### config.mk
export PLATFORM = sky130hd
export DESIGN_NAME = comf_mode_fsm
export DESIGN_NICKNAME = d
export VERILOG_FILES = /design/src/design/comf_pkg.sv /design/src/design/comf_mode_fsm.sv /design/src/design/comf_led_driver.sv
export SDC_FILE = /design/constraint.sdc
export NUM_CORES = 1
export LEC_CHECK = 0
export BUFFER_PORTS_ARGS = -buffer_cell sky130_fd_sc_hd__buf_2
export CAP_MARGIN = 10
export CORE_MARGIN = 2
export CORE_UTILIZATION = 45
export DETAILED_ROUTE_END_ITERATION = 6
export PLACE_DENSITY = 0.72
export SLEW_MARGIN = 20
export SYNTH_ARGS = -nofsm -noshare
export SYNTH_HDL_FRONTEND = slang
export SYNTH_HIERARCHICAL = 1
export SYNTH_SLANG_ARGS = --single-unit
### constraint.sdc
create_clock -name clk_in -period 7 [get_ports clk_in]
set_clock_uncertainty 0.1 [all_clocks]
set_input_delay 0.35 -clock clk_in [delete_from_list [all_inputs] [get_ports clk_in]]
set_output_delay 0.35 -clock clk_in [all_outputs]
set_load 0.01 [all_outputs]
### src/design/comf_pkg.sv
// Package for the controller operating-mode state machine
package comf_pkg;
	// ======================================================
	// Modes
	typedef enum logic [2:0] {
		COMF_SELF_DIAG,
		COMF_WAIT_ID,
		COMF_CONFIGURING,
		COMF_IDLE,
		COMF_RUN,
		COMF_ABORT,
		COMF_CRITICAL
	} comf_mode_type;

	// ======================================================
	// Indicator patterns
	typedef enum logic [2:0] {
		COMF_LED_OFF,
		COMF_LED_GREEN,
		COMF_LED_GREEN_FLASH,
		COMF_LED_RED,
		COMF_LED_RED_FLASH,
		COMF_LED_ALTERNATE
	} comf_led_type;

	// ======================================================
	// Permitted functions
	typedef struct packed {
		logic user_program;
		logic safety_io;
		logic safety_refresh;
		logic standard_io;
		logic message;
		logic outputs_safe;
	} comf_func_type;

	// ======================================================
	// Constants
	localparam int COMF_STATUS_W       = 16;
	localparam int COMF_RUN_FLAG_BIT   = 6;
	localparam int COMF_DIAG_CNT_W     = 4;
	localparam logic [3:0] COMF_DIAG_CYCLES = 4'hf;
	localparam int COMF_FLASH_W        = 8;
	localparam int COMF_FLASH_PERIOD   = 64;
	localparam logic [7:0] COMF_FLASH_LAST =
		8'(COMF_FLASH_PERIOD - 1);
endpackage

### src/design/comf_mode_fsm.sv
// Operating-mode state machine of the safety network controller
`timescale 1ns/100ps
`default_nettype none
module comf_mode_fsm
	import comf_pkg::*;
(
	// Clock and reset
	input  wire logic                     clk_in,
	input  wire logic                     rst_in,
	// Internal checks
	input  wire logic                     diag_pass_in,
	input  wire logic                     id_set_in,
	input  wire logic                     config_valid_in,
	input  wire logic                     config_error_in,
	input  wire logic                     switch_changed_in,
	input  wire logic                     critical_error_in,
	// Tool commands, one-cycle pulses
	input  wire logic                     config_done_in,
	input  wire logic                     cmd_run_in,
	input  wire logic                     cmd_idle_in,
	input  wire logic                     password_ok_in,
	// Mode and functions
	output comf_mode_type                 mode_out,
	output comf_func_type                 func_out,
	output logic [COMF_STATUS_W-1:0]      status_word_out,
	// Module status indicator lamps
	output logic                          led_green_out,
	output logic                          led_red_out
);
	comf_mode_type                mode;
	comf_mode_type                next_mode;
	logic [COMF_DIAG_CNT_W-1:0]   diag_cnt;
	logic [COMF_DIAG_CNT_W-1:0]   next_diag_cnt;
	logic [COMF_FLASH_W-1:0]      flash_cnt;
	logic [COMF_FLASH_W-1:0]      next_flash_cnt;
	logic                         phase;
	logic                         next_phase;
	comf_func_type                next_func;
	logic [COMF_STATUS_W-1:0]     next_status;
	comf_led_type                 led_pattern;

	// ======================================================
	// Mode transitions
	// Critical error outranks everything; critical traps until reset, abort leaves only for critical
	always_comb begin
		next_mode     = mode;
		next_diag_cnt = diag_cnt;
		unique case (mode)
			COMF_SELF_DIAG: begin
				// Minimum dwell keeps diagnosis from being skipped
				if (diag_cnt != COMF_DIAG_CYCLES)
					next_diag_cnt = diag_cnt + 1'b1;
				else if (diag_pass_in)
					next_mode = COMF_WAIT_ID;
			end
			COMF_WAIT_ID: begin
				if (id_set_in && config_valid_in && !config_error_in)
					next_mode = COMF_IDLE;
				else if (id_set_in)
					next_mode = COMF_CONFIGURING;
			end
			COMF_CONFIGURING: begin
				if (config_done_in)
					next_mode = COMF_IDLE;
			end
			COMF_IDLE: begin
				if (config_error_in)
					next_mode = COMF_CONFIGURING;
				else if (switch_changed_in)
					next_mode = COMF_ABORT;
				else if (cmd_run_in && password_ok_in)
					next_mode = COMF_RUN;
			end
			COMF_RUN: begin
				if (config_error_in)
					next_mode = COMF_CONFIGURING;
				else if (switch_changed_in)
					next_mode = COMF_ABORT;
				else if (cmd_idle_in && password_ok_in)
					next_mode = COMF_IDLE;
			end
			COMF_ABORT:    next_mode = COMF_ABORT;
			COMF_CRITICAL: next_mode = COMF_CRITICAL;
			default:       next_mode = COMF_CRITICAL;
		endcase
		if (critical_error_in)
			next_mode = COMF_CRITICAL;
	end

	always_ff @(posedge clk_in or posedge rst_in) begin
		if (rst_in) begin
			mode     <= COMF_SELF_DIAG;
			diag_cnt <= '0;
		end else begin
			mode     <= next_mode;
			diag_cnt <= next_diag_cnt;
		end
	end

	// ======================================================
	// Function permissions, status word, indicator pattern
	// Computed from next mode so outputs track mode without lag
	always_comb begin
		next_func   = '0;
		next_status = '0;
		led_pattern = COMF_LED_ALTERNATE;
		next_func.outputs_safe = 1'b1;
		unique case (next_mode)
			COMF_RUN: begin
				next_func.user_program   = 1'b1;
				next_func.safety_io      = 1'b1;
				next_func.safety_refresh = 1'b1;
				next_func.standard_io    = 1'b1;
				next_func.message        = 1'b1;
				next_func.outputs_safe   = 1'b0;
				next_status[COMF_RUN_FLAG_BIT] = 1'b1;
				led_pattern = COMF_LED_GREEN;
			end
			COMF_IDLE: begin
				next_func.standard_io = 1'b1;
				next_func.message     = 1'b1;
				led_pattern = COMF_LED_GREEN_FLASH;
			end
			COMF_CONFIGURING: begin
				next_func.message = 1'b1;
				led_pattern = COMF_LED_ALTERNATE;
			end
			COMF_ABORT: begin
				next_func.message = 1'b1;
				led_pattern = COMF_LED_RED_FLASH;
			end
			COMF_CRITICAL: begin
				next_func.message = 1'b0;
				led_pattern = COMF_LED_RED;
			end
			default: led_pattern = COMF_LED_ALTERNATE;
		endcase
	end

	// ======================================================
	// Flash timebase, free-running so phases stay even
	always_comb begin
		next_flash_cnt = flash_cnt + 1'b1;
		next_phase     = phase;
		if (flash_cnt == COMF_FLASH_LAST) begin
			next_flash_cnt = '0;
			next_phase     = ~phase;
		end
	end

	always_ff @(posedge clk_in or posedge rst_in) begin
		if (rst_in) begin
			flash_cnt       <= '0;
			phase           <= 1'b0;
			mode_out        <= COMF_SELF_DIAG;
			func_out        <= '{outputs_safe: 1'b1, default: 1'b0};
			status_word_out <= '0;
		end else begin
			flash_cnt       <= next_flash_cnt;
			phase           <= next_phase;
			mode_out        <= next_mode;
			func_out        <= next_func;
			status_word_out <= next_status;
		end
	end

	// ======================================================
	// Lamp drive
	comf_led_driver u_led (
		.clk_in     (clk_in),
		.rst_in     (rst_in),
		.pattern_in (led_pattern),
		.phase_in   (phase),
		.green_out  (led_green_out),
		.red_out    (led_red_out)
	);
endmodule // comf_mode_fsm
`default_nettype wire

### src/design/comf_led_driver.sv
// Indicator pattern to green and red lamp drive
`timescale 1ns/100ps
`default_nettype none
module comf_led_driver
	import comf_pkg::*;
(
	// Clock and reset
	input  wire logic         clk_in,
	input  wire logic         rst_in,
	// Pattern and phase
	input  wire comf_led_type pattern_in,
	input  wire logic         phase_in,
	// Lamps
	output logic              green_out,
	output logic              red_out
);
	logic next_green;
	logic next_red;

	// ======================================================
	// Decode pattern
	always_comb begin
		next_green = 1'b0;
		next_red   = 1'b0;
		unique case (pattern_in)
			COMF_LED_OFF:         next_green = 1'b0;
			COMF_LED_GREEN:       next_green = 1'b1;
			COMF_LED_GREEN_FLASH: next_green = phase_in;
			COMF_LED_RED:         next_red   = 1'b1;
			COMF_LED_RED_FLASH:   next_red   = phase_in;
			COMF_LED_ALTERNATE: begin
				next_green = phase_in;
				next_red   = ~phase_in;
			end
			default: begin
				next_green = 1'b0;
				next_red   = 1'b0;
			end
		endcase
	end

	// Register the lamps
	always_ff @(posedge clk_in or posedge rst_in) begin
		if (rst_in) begin
			green_out <= 1'b0;
			red_out   <= 1'b0;
		end else begin
			green_out <= next_green;
			red_out   <= next_red;
		end
	end
endmodule // comf_led_driver
`default_nettype wire

Word level (Yosys, flattened, before mapping)
Cells that the tools add are included.
{ "totals": {"mem_bits_ro": 0, "in_bits": 12, "latchBits": 0, "wordCells": 65, "mem_bits_rw": 0, "n_memories": 0, "out_inout_bits": 27, "reg_bits": 25} }
{ "op_classes": {"n_mux": 22, "order_cmp": 0, "multipliers": 0, "eq_ne": 17, "n_bitwise": 1, "shifts": 0, "n_addsub": 2, "div": 0, "reduce_logical": 10} }
{ "ops": {"columns": ["cell", "count"], "rows": [
  ["$mux W3", 13],
  ["$eq A3 B3 Y1 const B", 7],
  ["$eq A3 B2 Y1 const B", 6],
  ["$pmux W3 S6", 1],
  ["$pmux W3 S4", 1],
  ["$add A8 B1 Y8 const B", 1],
  ["$eq A8 B6 Y1 const B", 1],
  ["$mux W8", 1],
  ["$eq A3 B1 Y1 const B", 2],
  ["$add A4 B1 Y4 const B", 1],
  ["$logic_and A1 B1 Y1", 4],
  ["$mux W1", 4],
  ["$ne A4 B4 Y1 const B", 1],
  ["$reduce_or A2 Y1", 2],
  ["$reduce_or A4 Y1", 1],
  ["$logic_not A3 Y1", 1],
  ["$pmux W1 S3", 1],
  ["$pmux W1 S2", 1],
  ["$reduce_and A2 Y1", 1],
  ["$logic_not A1 Y1", 1],
  ["$not A1 Y1", 1]
]} }

Logic depth before layout (Yosys ltp)
Gate-level depths: netlist (run 1).
{ "logic_depth": {"word_depth": 11, "mapped_depth": 8, "depth_no_buf": 7} }

Modules after synthesis
Netlist (run 1), hierarchy kept.
{ "by_module_without_submodules": {"columns": ["mod", "seq_area_each_um2", "instances", "area_per_inst_um2", "cells_per_inst"], "rows": [
  ["comf_mode_fsm", 501.7, 1, 1139.8, 114],
  ["comf_led_driver", 50.0, 1, 111.4, 11]
]} }

Worst setup path before layout (run 1)
OpenSTA, ideal clock, no wires.
{ "synth_path": {"path_type": "reg-to-reg", "start": "register, netlist name mode_out[1]", "end": "register u_led.green_out", "slack_ps": 4642, "t_arrival_ps": 2189, "n_path_buf": 1, "path_stages_with_launch": 9, "t_required_ps": 6831, "setup_ps": 69, "period_less_slack_ps": 2358, "path_cell_list": "dfrtp_1 buf_6 and3b_4 o211ai_2 nand3_2 or4_4 o21a_1 or4bb_1 nand3_1"} }
{ "synth_rtl": {"columns": ["element", "line", "rtl"], "rows": [
  ["end signal, assigned", "comf_led_driver.sv:48", "green_out <= next_green;"],
  ["end, declared", "comf_led_driver.sv:14", "output logic green_out,"]
]} }

==> results of run 1 <==
-- layout by cell type (no fill, tap or decap), types with 2 or more instances in the layout --
master	n
nor3_1	2
dfrtp_1	21
conb_1	15
and3_1	3
buf_2	23
nand2b_1	3
nand2_1	9
inv_1	6
o21ai_0	2
a21oi_1	3
ha_1	2
xnor2_1	6
xor2_1	5
a211oi_1	2
nand4_1	3
nand3_1	9
clkbuf_4	3
nor2_1	7
-- critical path, cell delays in order (launching register included) --
cell      delay, ns
dfrtp_1        0.49
nor2_1         0.18
o21ai_0        0.11
a211oi_1       0.50
o31ai_1        0.21
a21oi_1        0.33
or4bb_1        0.42
nand3_1        0.09
-- metal layers --
| metal | share of wire | vias to the layer above |
|---|---|---|
| met1 | 0.42 | 428 |
| met2 | 0.51 | 25 |
| met4 | 0.0048 | 0 |
| li1 | - | 443 |
| met3 | 0.064 | 2 |
| met5 | 0 | - |
-- area by class of cell --
cell class	instances	area [µm²]
clock buffers	4	36.28
fillers	251	1329
inverters	6	22.52
multi-input cells	92	583.1
flip-flops and latches	22	551.8
well taps	31	38.79
repair buffers	24	125.1
-- per-stage QoR --
stage          worst slack, ns  cell area [µm²]
2_1_floorplan            4.642             1304
3_3_place_gp             4.602             1311
3_5_place_dp             4.532             1311
4_1_cts                  4.513             1358
5_1_grt                  4.317             1358
6_report                 4.517             1358
-- cell families after synthesis --
logic type               synth area share
AO/OA/AOI/OAI                     0.07500
XOR/XNOR                          0.07700
adder cells (fa/ha/maj)           0.02000
buffers and inverters              0.1350
flip-flops                         0.4410
multiplexers                      0.01700
other                            0.002997
AND/OR/NAND/NOR                    0.2320
-- path summary, 6_finish.rpt --
check	slack (ns)	start	to	depth (start not counted)
max reg2reg	4.52	mode_out[1]	u_led/green_out	7
min reg2reg	0.38	diag_cnt[3]	diag_cnt[3]	1
max	4.52	mode_out[1]	u_led/green_out	7
min	0.29	critical_error_in	mode_out[2]	3
max in group asynchronous	5.68	rst_in	mode_out[1]	3
min in group asynchronous	0.36	rst_in	u_led/red_out	3
-- power breakdown --
part	total, mW	switching (mW)	internal [mW]
clock network	0.0692	0.0375	0.0317
registers	0.128	0.000519	0.128
logic	0.0130	0.00929	0.00369
-- what timing repair did --
item / 4_1_cts / 5_1_grt
endpoints found under the hold margin: 2 / 0
setup buffers: 0 / 0
hold buffers: 1 / 0
gates resized for setup: 0 / 0
endpoints found under the setup margin: 0 / 0
-- registers in the layout, indices dropped and copies added (netlist names) --
register / cells
diag_cnt: 4
flash_cnt: 8
func_out: 3
mode_out: 3
phase: 1
status_word_out: 1
u_led/green_out: 1
u_led/red_out: 1
-- cell usage after synthesis, types with 2 or more instances --
library cell / count
nand2_1: 9
dfrtp_1: 21
nand2b_1: 3
xnor2_1: 6
nand3_1: 9
and3_1: 3
a21oi_1: 3
nor3_1: 2
ha_1: 2
inv_1: 6
buf_4: 18
xor2_1: 5
a211oi_1: 2
nor2_1: 7
o21ai_0: 2
nand4_1: 3
==> results.sh, run 1 <==
export IMPL_status="finished, final reports clean"
export IMPL_cts_tree="done"
export IMPL_setup_viol=0
export IMPL_syn_to_final_growth_pct=8.500
export IMPL_async_flop_share=1.000
export IMPL_power_density_nw_per_um2=154.9
export IMPL_ys_flop_type="dfrtp_1"
export IMPL_htree_num_levels=1
export IMPL_root_buffer="clkbuf_4"
export IMPL_clkLatencyLatePin_ns=0.30
export IMPL_nNetsFinal=163
export IMPL_netlist_area_leader_share=0.4200
export IMPL_route_detailed_drc=0
export IMPL_place_hpwl_um=1582
export IMPL_gp_congestion=0.8341
export IMPL_tns_ns=0
export IMPL_initial_utilization=0.4658
export IMPL_viasPerCell=5.017
export IMPL_slew_viol_final=0
export IMPL_synth_top_cell_by_area="dfrtp_1"
export IMPL_avgSynthCellArea_um2=10.01
export IMPL_critPathCaptureType="flop"
export IMPL_synth_edff_count=0
export IMPL_cp_required_ns=7.15
export IMPL_die_x_um=56.73
export IMPL_crit_type="flop to flop"
export IMPL_path_clk_slew_ns=0.12
export IMPL_drive_gt1_frac=0.2432
export IMPL_globalRouteMet3Util=0.03456
export IMPL_die_height_um=56.73
export IMPL_routed_wl_um=2085
export IMPL_p_leak_nw=0.7046
export IMPL_core_area_um2=2686
export IMPL_peakVddDrop_mv=0.1088
export IMPL_netlist_cell_type_count=40
export IMPL_critPathLaunchType="flop"
export IMPL_grt_use_met1=0.1664
export IMPL_dr_total_vias=898
export IMPL_fp_row_count=19
export IMPL_power_mw=0.2103
export IMPL_fin_util=0.5054
export IMPL_die_area_um2=3218
export IMPL_drtIter0Drc=35
export IMPL_antenna_found_initial=0
export IMPL_ys_ff_latch=22
export IMPL_maxSlewHeadroom=0.4999
export IMPL_holdWs_ns=0.2860
export IMPL_maxCapViolations=0
export IMPL_hp_class="input pin to flop"
export IMPL_cts_buffer_depth=2
export IMPL_yosys_warnings=6
export IMPL_hold_viol=0
export IMPL_grt_max_degree=21
export IMPL_grt_total_usage=0.1385
export IMPL_met2_usage=0.2342
export IMPL_top_usage_layer="met2"
export IMPL_period_share=0.3547
export IMPL_grt_pass1_vias=843
export IMPL_netlist_instances=125
export IMPL_synth_area_leaders="dfrtp_1 (42%), buf_4 (11%), xnor2_1 (4.2%), nand3_1 (3.6%), xor2_1 (3.5%)"
export IMPL_yosysSeqAreaShare=0.4410
export IMPL_pin_count=39
export IMPL_grt_ovfl_total=0
export IMPL_syn_area_um2=1251
export IMPL_cts_num_sinks=22
export IMPL_cp_max_fo=10
export IMPL_fmax_mhz=402.8
export IMPL_tightest_slew_ns=0.7493
export IMPL_first_pass_iters=6
export IMPL_grt_setup_unrepaired="false"
export IMPL_instances_no_fill=179
export IMPL_n_antenna_cell=0
export IMPL_wl_per_cell_um=11.65
export IMPL_fin_crit_ns=2.483
export IMPL_grt_pass1_wl_um=3532
export IMPL_numPortBuffers=23
export IMPL_dp_cells=174
export IMPL_numCtsBuffers=3
export IMPL_arrival_ns=2.63
export IMPL_drtAntennaViolNets=0
No activity file was read; power rests on OpenSTA's default activity.
==> run 2: changes to the inputs <==
Settings changed: ABC_AREA from default to 1, PLACE_DENSITY 0.72 to 0.71.
Clock period 7 ns to 2.55 ns, I/O delays scaled along.
==> run 2 against run 1 <==
Fmax grew 29%. Worst setup slack lost 3.9 ns. Cell area grew 8.8%. Final cell count grew 31%. Routed wire length grew 7.9%. Sequential share of layout area shrank 3.3 points. Global-route usage grew 0.43 points. Clock power grew to 2.8 times the previous value. Sequential power grew to 2.7 times the previous value. Synthesized cell count grew 42%. First-iteration DRC count grew 5.7%.
==> results.sh, run 2 <==
export IMPL_final_common_cell="nand2_1"
export IMPL_synth_edff_count=0
export IMPL_clkPwrFrac=0.330
export IMPL_slew_viol_final=0
export IMPL_routed_wl_um=2249
export IMPL_die_height_um=59.13
export IMPL_yosysSeqAreaShare=0.4035
export IMPL_async_flop_share=1.000
export IMPL_grt_total_usage=0.1429
export IMPL_path_buf_inv=2
export IMPL_power_density_nw_per_um2=391.3
export IMPL_viasPerCell=4.628
export IMPL_regArea_um2=551.8
export IMPL_synth_common_cells="nand2_1 (43), inv_1 (22), dfrtp_1 (21)"
export IMPL_ys_flop_type="dfrtp_1"
export IMPL_crit_top_cell="nand2_1"
export IMPL_layout_common_cells="nand2_1 (43), buf_2 (23), inv_1 (22)"
export IMPL_multi_input_comb_area_um2=628.1
export IMPL_p_leak_nw=0.8723
export IMPL_grt_pass1_vias=953
export IMPL_cts_tree="done"
export IMPL_reg_top3="flash_cnt (8), diag_cnt (4)"
export IMPL_initial_utilization=0.4592
export IMPL_grt_max_degree=21
export IMPL_numPortBuffers=23
export IMPL_numCtsBuffers=3
export IMPL_die_x_um=59.13
export IMPL_switchingPower_mw=0.1316
export IMPL_crit_chain="nor2_4 > nand2_2 > inv_2 > nand2_1 > nand2_1 > nand2_1 > nand2_2 > nand2_4 > nand3_1 > nand2_1 > inv_1 > nand2_1 > nand2_1 > nand2_1 > nor2_1"
export IMPL_maxCapViolations=0
export IMPL_syn_to_final_growth_pct=7.960
export IMPL_final_area_um2=1476
export IMPL_synth_top_cell_by_area="dfrtp_1"
export IMPL_netlist_cell_type_count=25
export IMPL_crit_type="flop to flop"
export IMPL_grt_ovfl_total=0
export IMPL_tns_ns=0
export IMPL_holdWs_ns=0.05530
export IMPL_die_area_um2=3496
export IMPL_first_pass_iters=4
export IMPL_drive_gt1_frac=0.2189
export IMPL_combPwrFrac=0.066
export IMPL_tightest_slew_ns=0.7367
export IMPL_cts_num_sinks=22
export IMPL_period_share=0.7524
export IMPL_pre_cts_ws_ns=0.6379
export IMPL_core_area_um2=2978
export IMPL_ys_ff_latch=22
export IMPL_drtIter0Drc=37
export IMPL_fmax_mhz=521.2
export IMPL_gp_congestion=0.8177
export IMPL_slowest_stage="dfrtp_1"
export IMPL_grt_pass1_wl_um=3788
export IMPL_critical_path_max_stage_delay_ns=0.54
export IMPL_synth_most_common_cell="nand2_1"
export IMPL_n_antenna_cell=0
export IMPL_netlist_area_leader_share=0.3843
export IMPL_regMostFlops="flash_cnt"
export IMPL_cp_max_fo=10
export IMPL_status="finished, final reports clean"
export IMPL_nNetsFinal=216
export IMPL_cts_buffer_depth=2
export IMPL_yosys_warnings=6
export IMPL_pin_count=39
export IMPL_internal_power_mw=0.4461
export IMPL_pwr_share_seq=0.604
export IMPL_route_detailed_drc=0
export IMPL_synth_area_leaders="dfrtp_1 (38%), nand2_1 (12%), buf_4 (9.9%), inv_1 (6.0%), nand3_1 (5.5%)"
export IMPL_hold_viol=0
export IMPL_place_hpwl_um=1798
export IMPL_antenna_found_initial=0
export IMPL_largest_reg_flops=8
export IMPL_setup_viol=0
export IMPL_wl_per_cell_um=9.611
export IMPL_syn_area_um2=1368
export IMPL_cp_required_ns=2.70
export IMPL_n_fill_cell=301
export IMPL_fin_crit_ns=1.919
export IMPL_path_delay_family="simple AND/OR/NAND/NOR gates"
export IMPL_swShare=0.2279
export IMPL_clkLatencyLatePin_ns=0.30
export IMPL_grt_setup_unrepaired="false"
export IMPL_critPathCaptureType="flop"
export IMPL_path_clk_slew_ns=0.12
export IMPL_hp_class="input pin to flop"
export IMPL_drtAntennaViolNets=0
export IMPL_htree_num_levels=1
export IMPL_maxSlewHeadroom=0.5083
export IMPL_arrival_ns=2.07
export IMPL_peakVddDrop_mv=0.1281
export IMPL_fp_row_count=20
export IMPL_netlist_instances=178
export IMPL_avgSynthCellArea_um2=7.683
export IMPL_critPathLaunchType="flop"
export IMPL_post_route_worst_setup_slack_ns=0.6313
export IMPL_placed_area_um2=1430
export IMPL_dr_total_vias=1083
export IMPL_root_buffer="clkbuf_4"
-- run 2: cell types whose count changed after synthesis, moves of 4 or more --
cell     delta
nand2_1    +34
inv_1      +16
nor2_1     +10
nand3_1     +6
nand2_2     +4
-- run 2: power groups by stage --
| stage | Sequential [mW] | Combinational [mW] | Clock (mW) |
|---|---|---|---|
| after floorplan | 0.356 | 0.0401 | 0 |
| after global placement | 0.356 | 0.0374 | 0 |
| after detailed placement | 0.356 | 0.0372 | 0 |
| after CTS | 0.349 | 0.0385 | 0.198 |
| after global routing | 0.349 | 0.0447 | 0.211 |
| final | 0.349 | 0.0382 | 0.191 |
-- run 2: worst paths after layout --
check / from / endpoint / slack (ns) / cells after the start
setup / recovery: mode_out[1] / u_led/green_out / 0.63 / 15
setup reg to reg: mode_out[1] / u_led/green_out / 0.63 / 15
hold reg to reg: diag_cnt[3] / diag_cnt[3] / 0.38 / 1
min in group asynchronous: rst_in / u_led/green_out / 0.11 / 3
hold / removal: critical_error_in / mode_out[2] / 0.06 / 3
max in group asynchronous: rst_in / diag_cnt[3] / 1.50 / 3
-- run 2: per-layer routing --
layer	wire length, µm	global-route usage	part of all wire
met1	1086	0.1738	0.48
met2	1022	0.2317	0.45
met3	82	0.02620	0.036
met4	58	0.09091	0.026
met5	0	0	0
-- run 2: area by class of cell --
| class | count | area share |
|---|---|---|
| clock buffers | 4 | 0.02458 |
| well taps | 33 | 0.02797 |
| flip-flops and latches | 22 | 0.3737 |
| inverters | 25 | 0.06356 |
| repair buffers | 24 | 0.08475 |
| multi-input cells | 126 | 0.4254 |
-- run 2: cells by family after synthesis --
logic type / Yosys count / synth area share
xor+xnor: 7 / 0.04483
fa+ha+maj: 2 / 0.01830
other cells: 1 / 0.002742
flops: 22 / 0.4035
simple gates: 92 / 0.3184
buf+inv: 44 / 0.1757
compound gates: 10 / 0.03660
-- run 2: metrics by stage --
stage	instances	utilization	power [mW]
floorplan	192	-	0.3957
global placement	229	0.4803	0.3929
detailed placement	229	0.4803	0.3927
CTS	234	0.4958	0.5854
global route	234	0.4958	0.6051
finish	234	0.4958	0.5778
-- run 2: repair_timing --
item,in CTS,in global routing
hold buffers,1,0
resized for setup,0,0
buffers inserted,0,0
hold endpoints to repair,21,0
endpoints found under the setup margin,0,0
-- run 2: worst reg2reg max path, stage by stage (launching register included) --
cell     delay [ns]
dfrtp_1        0.54
nor2_4         0.22
nand2_2        0.10
inv_2          0.06
nand2_1        0.04
nand2_1        0.05
nand2_1        0.06
nand2_2        0.10
nand2_4        0.07
nand3_1        0.07
nand2_1        0.10
inv_1          0.09
nand2_1        0.06
nand2_1        0.06
nand2_1        0.04
nor2_1         0.08
==> run 3: changes to the inputs <==
Settings changed: PLACE_DENSITY 0.71 to 0.73.
Clock period 2.55 ns to 1.55 ns, I/O delays scaled along.
==> run 3 against run 2 <==
Highest routed layer unchanged. The flow now finishes with violations (negative setup slack). Fmax is 8.7% higher. Die area stayed put. Clock-buffer cell count stayed put. Via count is 9.2% higher. Worst hold slack worse by 0.010 ns. Clock power is 62% higher. Largest power group unchanged. Combinational power is 72% higher. Global-route usage is 1.5 points higher. Cell area is 20% higher. Flip-flop and latch count stayed put. Worst setup slack worse by 0.85 ns. Critical path depth is 1 lower.
==> results.sh, run 3 (synthesized netlist as in run 2, its figures left out) <==
export IMPL_wl_met3_um=96
export IMPL_power_density_nw_per_um2=536.5
export IMPL_slowest_stage="dfrtp_1"
export IMPL_grt_max_degree=21
export IMPL_path_buf_inv=3
export IMPL_antenna_found_initial=0
export IMPL_core_area_um2=2978
export IMPL_hold_viol=0
export IMPL_path_delay_family="simple AND/OR/NAND/NOR gates"
export IMPL_maxCapViolations=0
export IMPL_first_pass_iters=5
export IMPL_place_hpwl_um=1891
export IMPL_cts_buffer_depth=2
export IMPL_critPathLaunchType="flop"
export IMPL_final_area_um2=1770
export IMPL_die_x_um=59.13
export IMPL_fin_crit_ns=1.765
export IMPL_reg_top3="flash_cnt (8), diag_cnt (4)"
export IMPL_instances_no_fill=260
export IMPL_routed_wl_um=2537
export IMPL_status="finished, violations left"
export IMPL_post_route_worst_setup_slack_ns=-0.2153
export IMPL_p_leak_nw=1.010
export IMPL_numCtsBuffers=3
export IMPL_peakVddDrop_mv=0.2695
export IMPL_dp_cells=248
export IMPL_arrival_ns=1.92
export IMPL_cp_required_ns=1.70
export IMPL_drive_gt1_frac=0.3877
export IMPL_initial_utilization=0.4592
export IMPL_drtAntennaViolNets=0
export IMPL_slew_viol_final=0
export IMPL_crit_type="flop to flop"
export IMPL_n_fill_cell=257
export IMPL_gp_congestion=0.7992
export IMPL_n_antenna_cell=0
export IMPL_critPathCaptureType="flop"
export IMPL_dr_total_vias=1183
export IMPL_setup_viol=6
export IMPL_grt_pass1_wl_um=4236
export IMPL_clkLatencyLatePin_ns=0.31
export IMPL_met1_length_um=1167
export IMPL_syn_to_final_growth_pct=29.46
export IMPL_grt_total_usage=0.1583
export IMPL_power_mw=0.9499
export IMPL_crit_chain="inv_2 > buf_4 > nand3_1 > nor2_1 > nor2_2 > nand2_2 > nand2_4 > nand3_4 > nand2_4 > inv_2 > nand2_2 > nand2_1 > nand2_1 > nor2_1"
export IMPL_layout_common_cells="nand2_1 (39), buf_4 (24), buf_2 (23)"
export IMPL_cp_max_fo=5
export IMPL_hp_class="input pin to asynchronous set/reset pin"
export IMPL_final_common_cell="nand2_1"
export IMPL_pin_count=39
export IMPL_grt_ovfl_total=0
export IMPL_die_height_um=59.13
export IMPL_largest_reg_flops=8
export IMPL_root_buffer="clkbuf_4"
export IMPL_drtIter0Drc=17
export IMPL_period_share=1.139
export IMPL_regMostFlops="flash_cnt"
export IMPL_routed_top_layer="met4"
export IMPL_viasPerCell=4.550
export IMPL_fp_row_count=20
export IMPL_die_area_um2=3496
export IMPL_wl_per_cell_um=9.758
export IMPL_wl_met2_um=1227
export IMPL_route_detailed_drc=0
export IMPL_violations="negative setup slack"
export IMPL_critical_path_max_stage_delay_ns=0.46
export IMPL_grt_pass1_vias=1029
export IMPL_htree_num_levels=1
export IMPL_path_clk_slew_ns=0.12
export IMPL_cts_num_sinks=22
export IMPL_placed_area_um2=1587
export IMPL_numPortBuffers=23
export IMPL_cts_tree="done"
export IMPL_grt_setup_unrepaired="true"
export IMPL_nNetsFinal=242
export IMPL_fmax_mhz=566.5
## run 3: cell types whose count changed in the layout (fill, tap and decap cells not counted), sizes merged
cell / previous run / this run
buf: 23 / 49
## run 3: worst paths after layout
| check | startpoint | to | slack, ns | cells after the start |
|---|---|---|---|---|
| min in group clk_in | id_set_in | func_out[0] | 0.09 | 5 |
| setup / recovery | mode_out[2] | u_led/green_out | -0.22 | 14 |
| max in group asynchronous | rst_in | func_out[0] | 0.86 | 4 |
| hold / removal | rst_in | u_led/green_out | 0.05 | 3 |
| setup reg to reg | mode_out[2] | u_led/green_out | -0.22 | 14 |
| hold reg to reg | diag_cnt[3] | diag_cnt[3] | 0.40 | 1 |
## run 3: metrics by stage
step / TNS, ns / util / worst slack (ns) / hold WS [ns]
final: -0.9838 / 0.5945 / -0.2153 / 0.04514
after global routing: -1.993 / 0.5945 / -0.3905 / 0.05321
after CTS: -0.8301 / 0.5689 / -0.1908 / 0.04491
after detailed placement: -0.8812 / 0.5328 / -0.2575 / -0.1600
after global placement: -0.6578 / 0.5328 / -0.2113 / -0.1610
after floorplan: -0.2300 / - / -0.1156 / -0.2813
## run 3: routing by layer
layer  vias up  track usage
met3         4      0.01965
met2        37       0.2587
li1        617            -
met1       525       0.2094
met5         -            0
met4         0      0.07143
## run 3: timing repair
item                                   in CTS  in global routing
pin swaps                                   2                  8
hold buffers                                1                  0
cloned                                      0                  0
endpoints found under the hold margin      22                  0
resized for setup                           7                 16
buffers inserted                            5                  2
setup endpoints to repair                   6                 15
## run 3: report_power, final
part           switching [mW]  leakage (nW)  total (mW)  internal (mW)
logic                  0.0457         0.717      0.0657         0.0199
clock network           0.167        0.0210       0.310          0.143
registers           0.0000262         0.272       0.574          0.574
total                   0.213          1.01       0.950          0.737
## run 3: layout make-up
class | instances | area [µm²] | area share
well taps | 33 | 41.29 | 0.02332
multi-input cells | 126 | 716.9 | 0.4049
flip-flops and latches | 22 | 554.3 | 0.3131
clock buffers | 4 | 36.28 | 0.02049
inverters | 25 | 93.84 | 0.05300
repair buffers | 50 | 327.8 | 0.1852
## run 3: worst register-to-register path, cell delays in order (launching register included)
cell and delay (ns):
dfrtp_1 0.46, inv_2 0.12, buf_4 0.13, nand3_1 0.07, nor2_1 0.15, nor2_2 0.07
nand2_2 0.09, nand2_4 0.08, nand3_4 0.07, nand2_4 0.07, inv_2 0.07, nand2_2 0.05
nand2_1 0.07, nand2_1 0.04, nor2_1 0.08
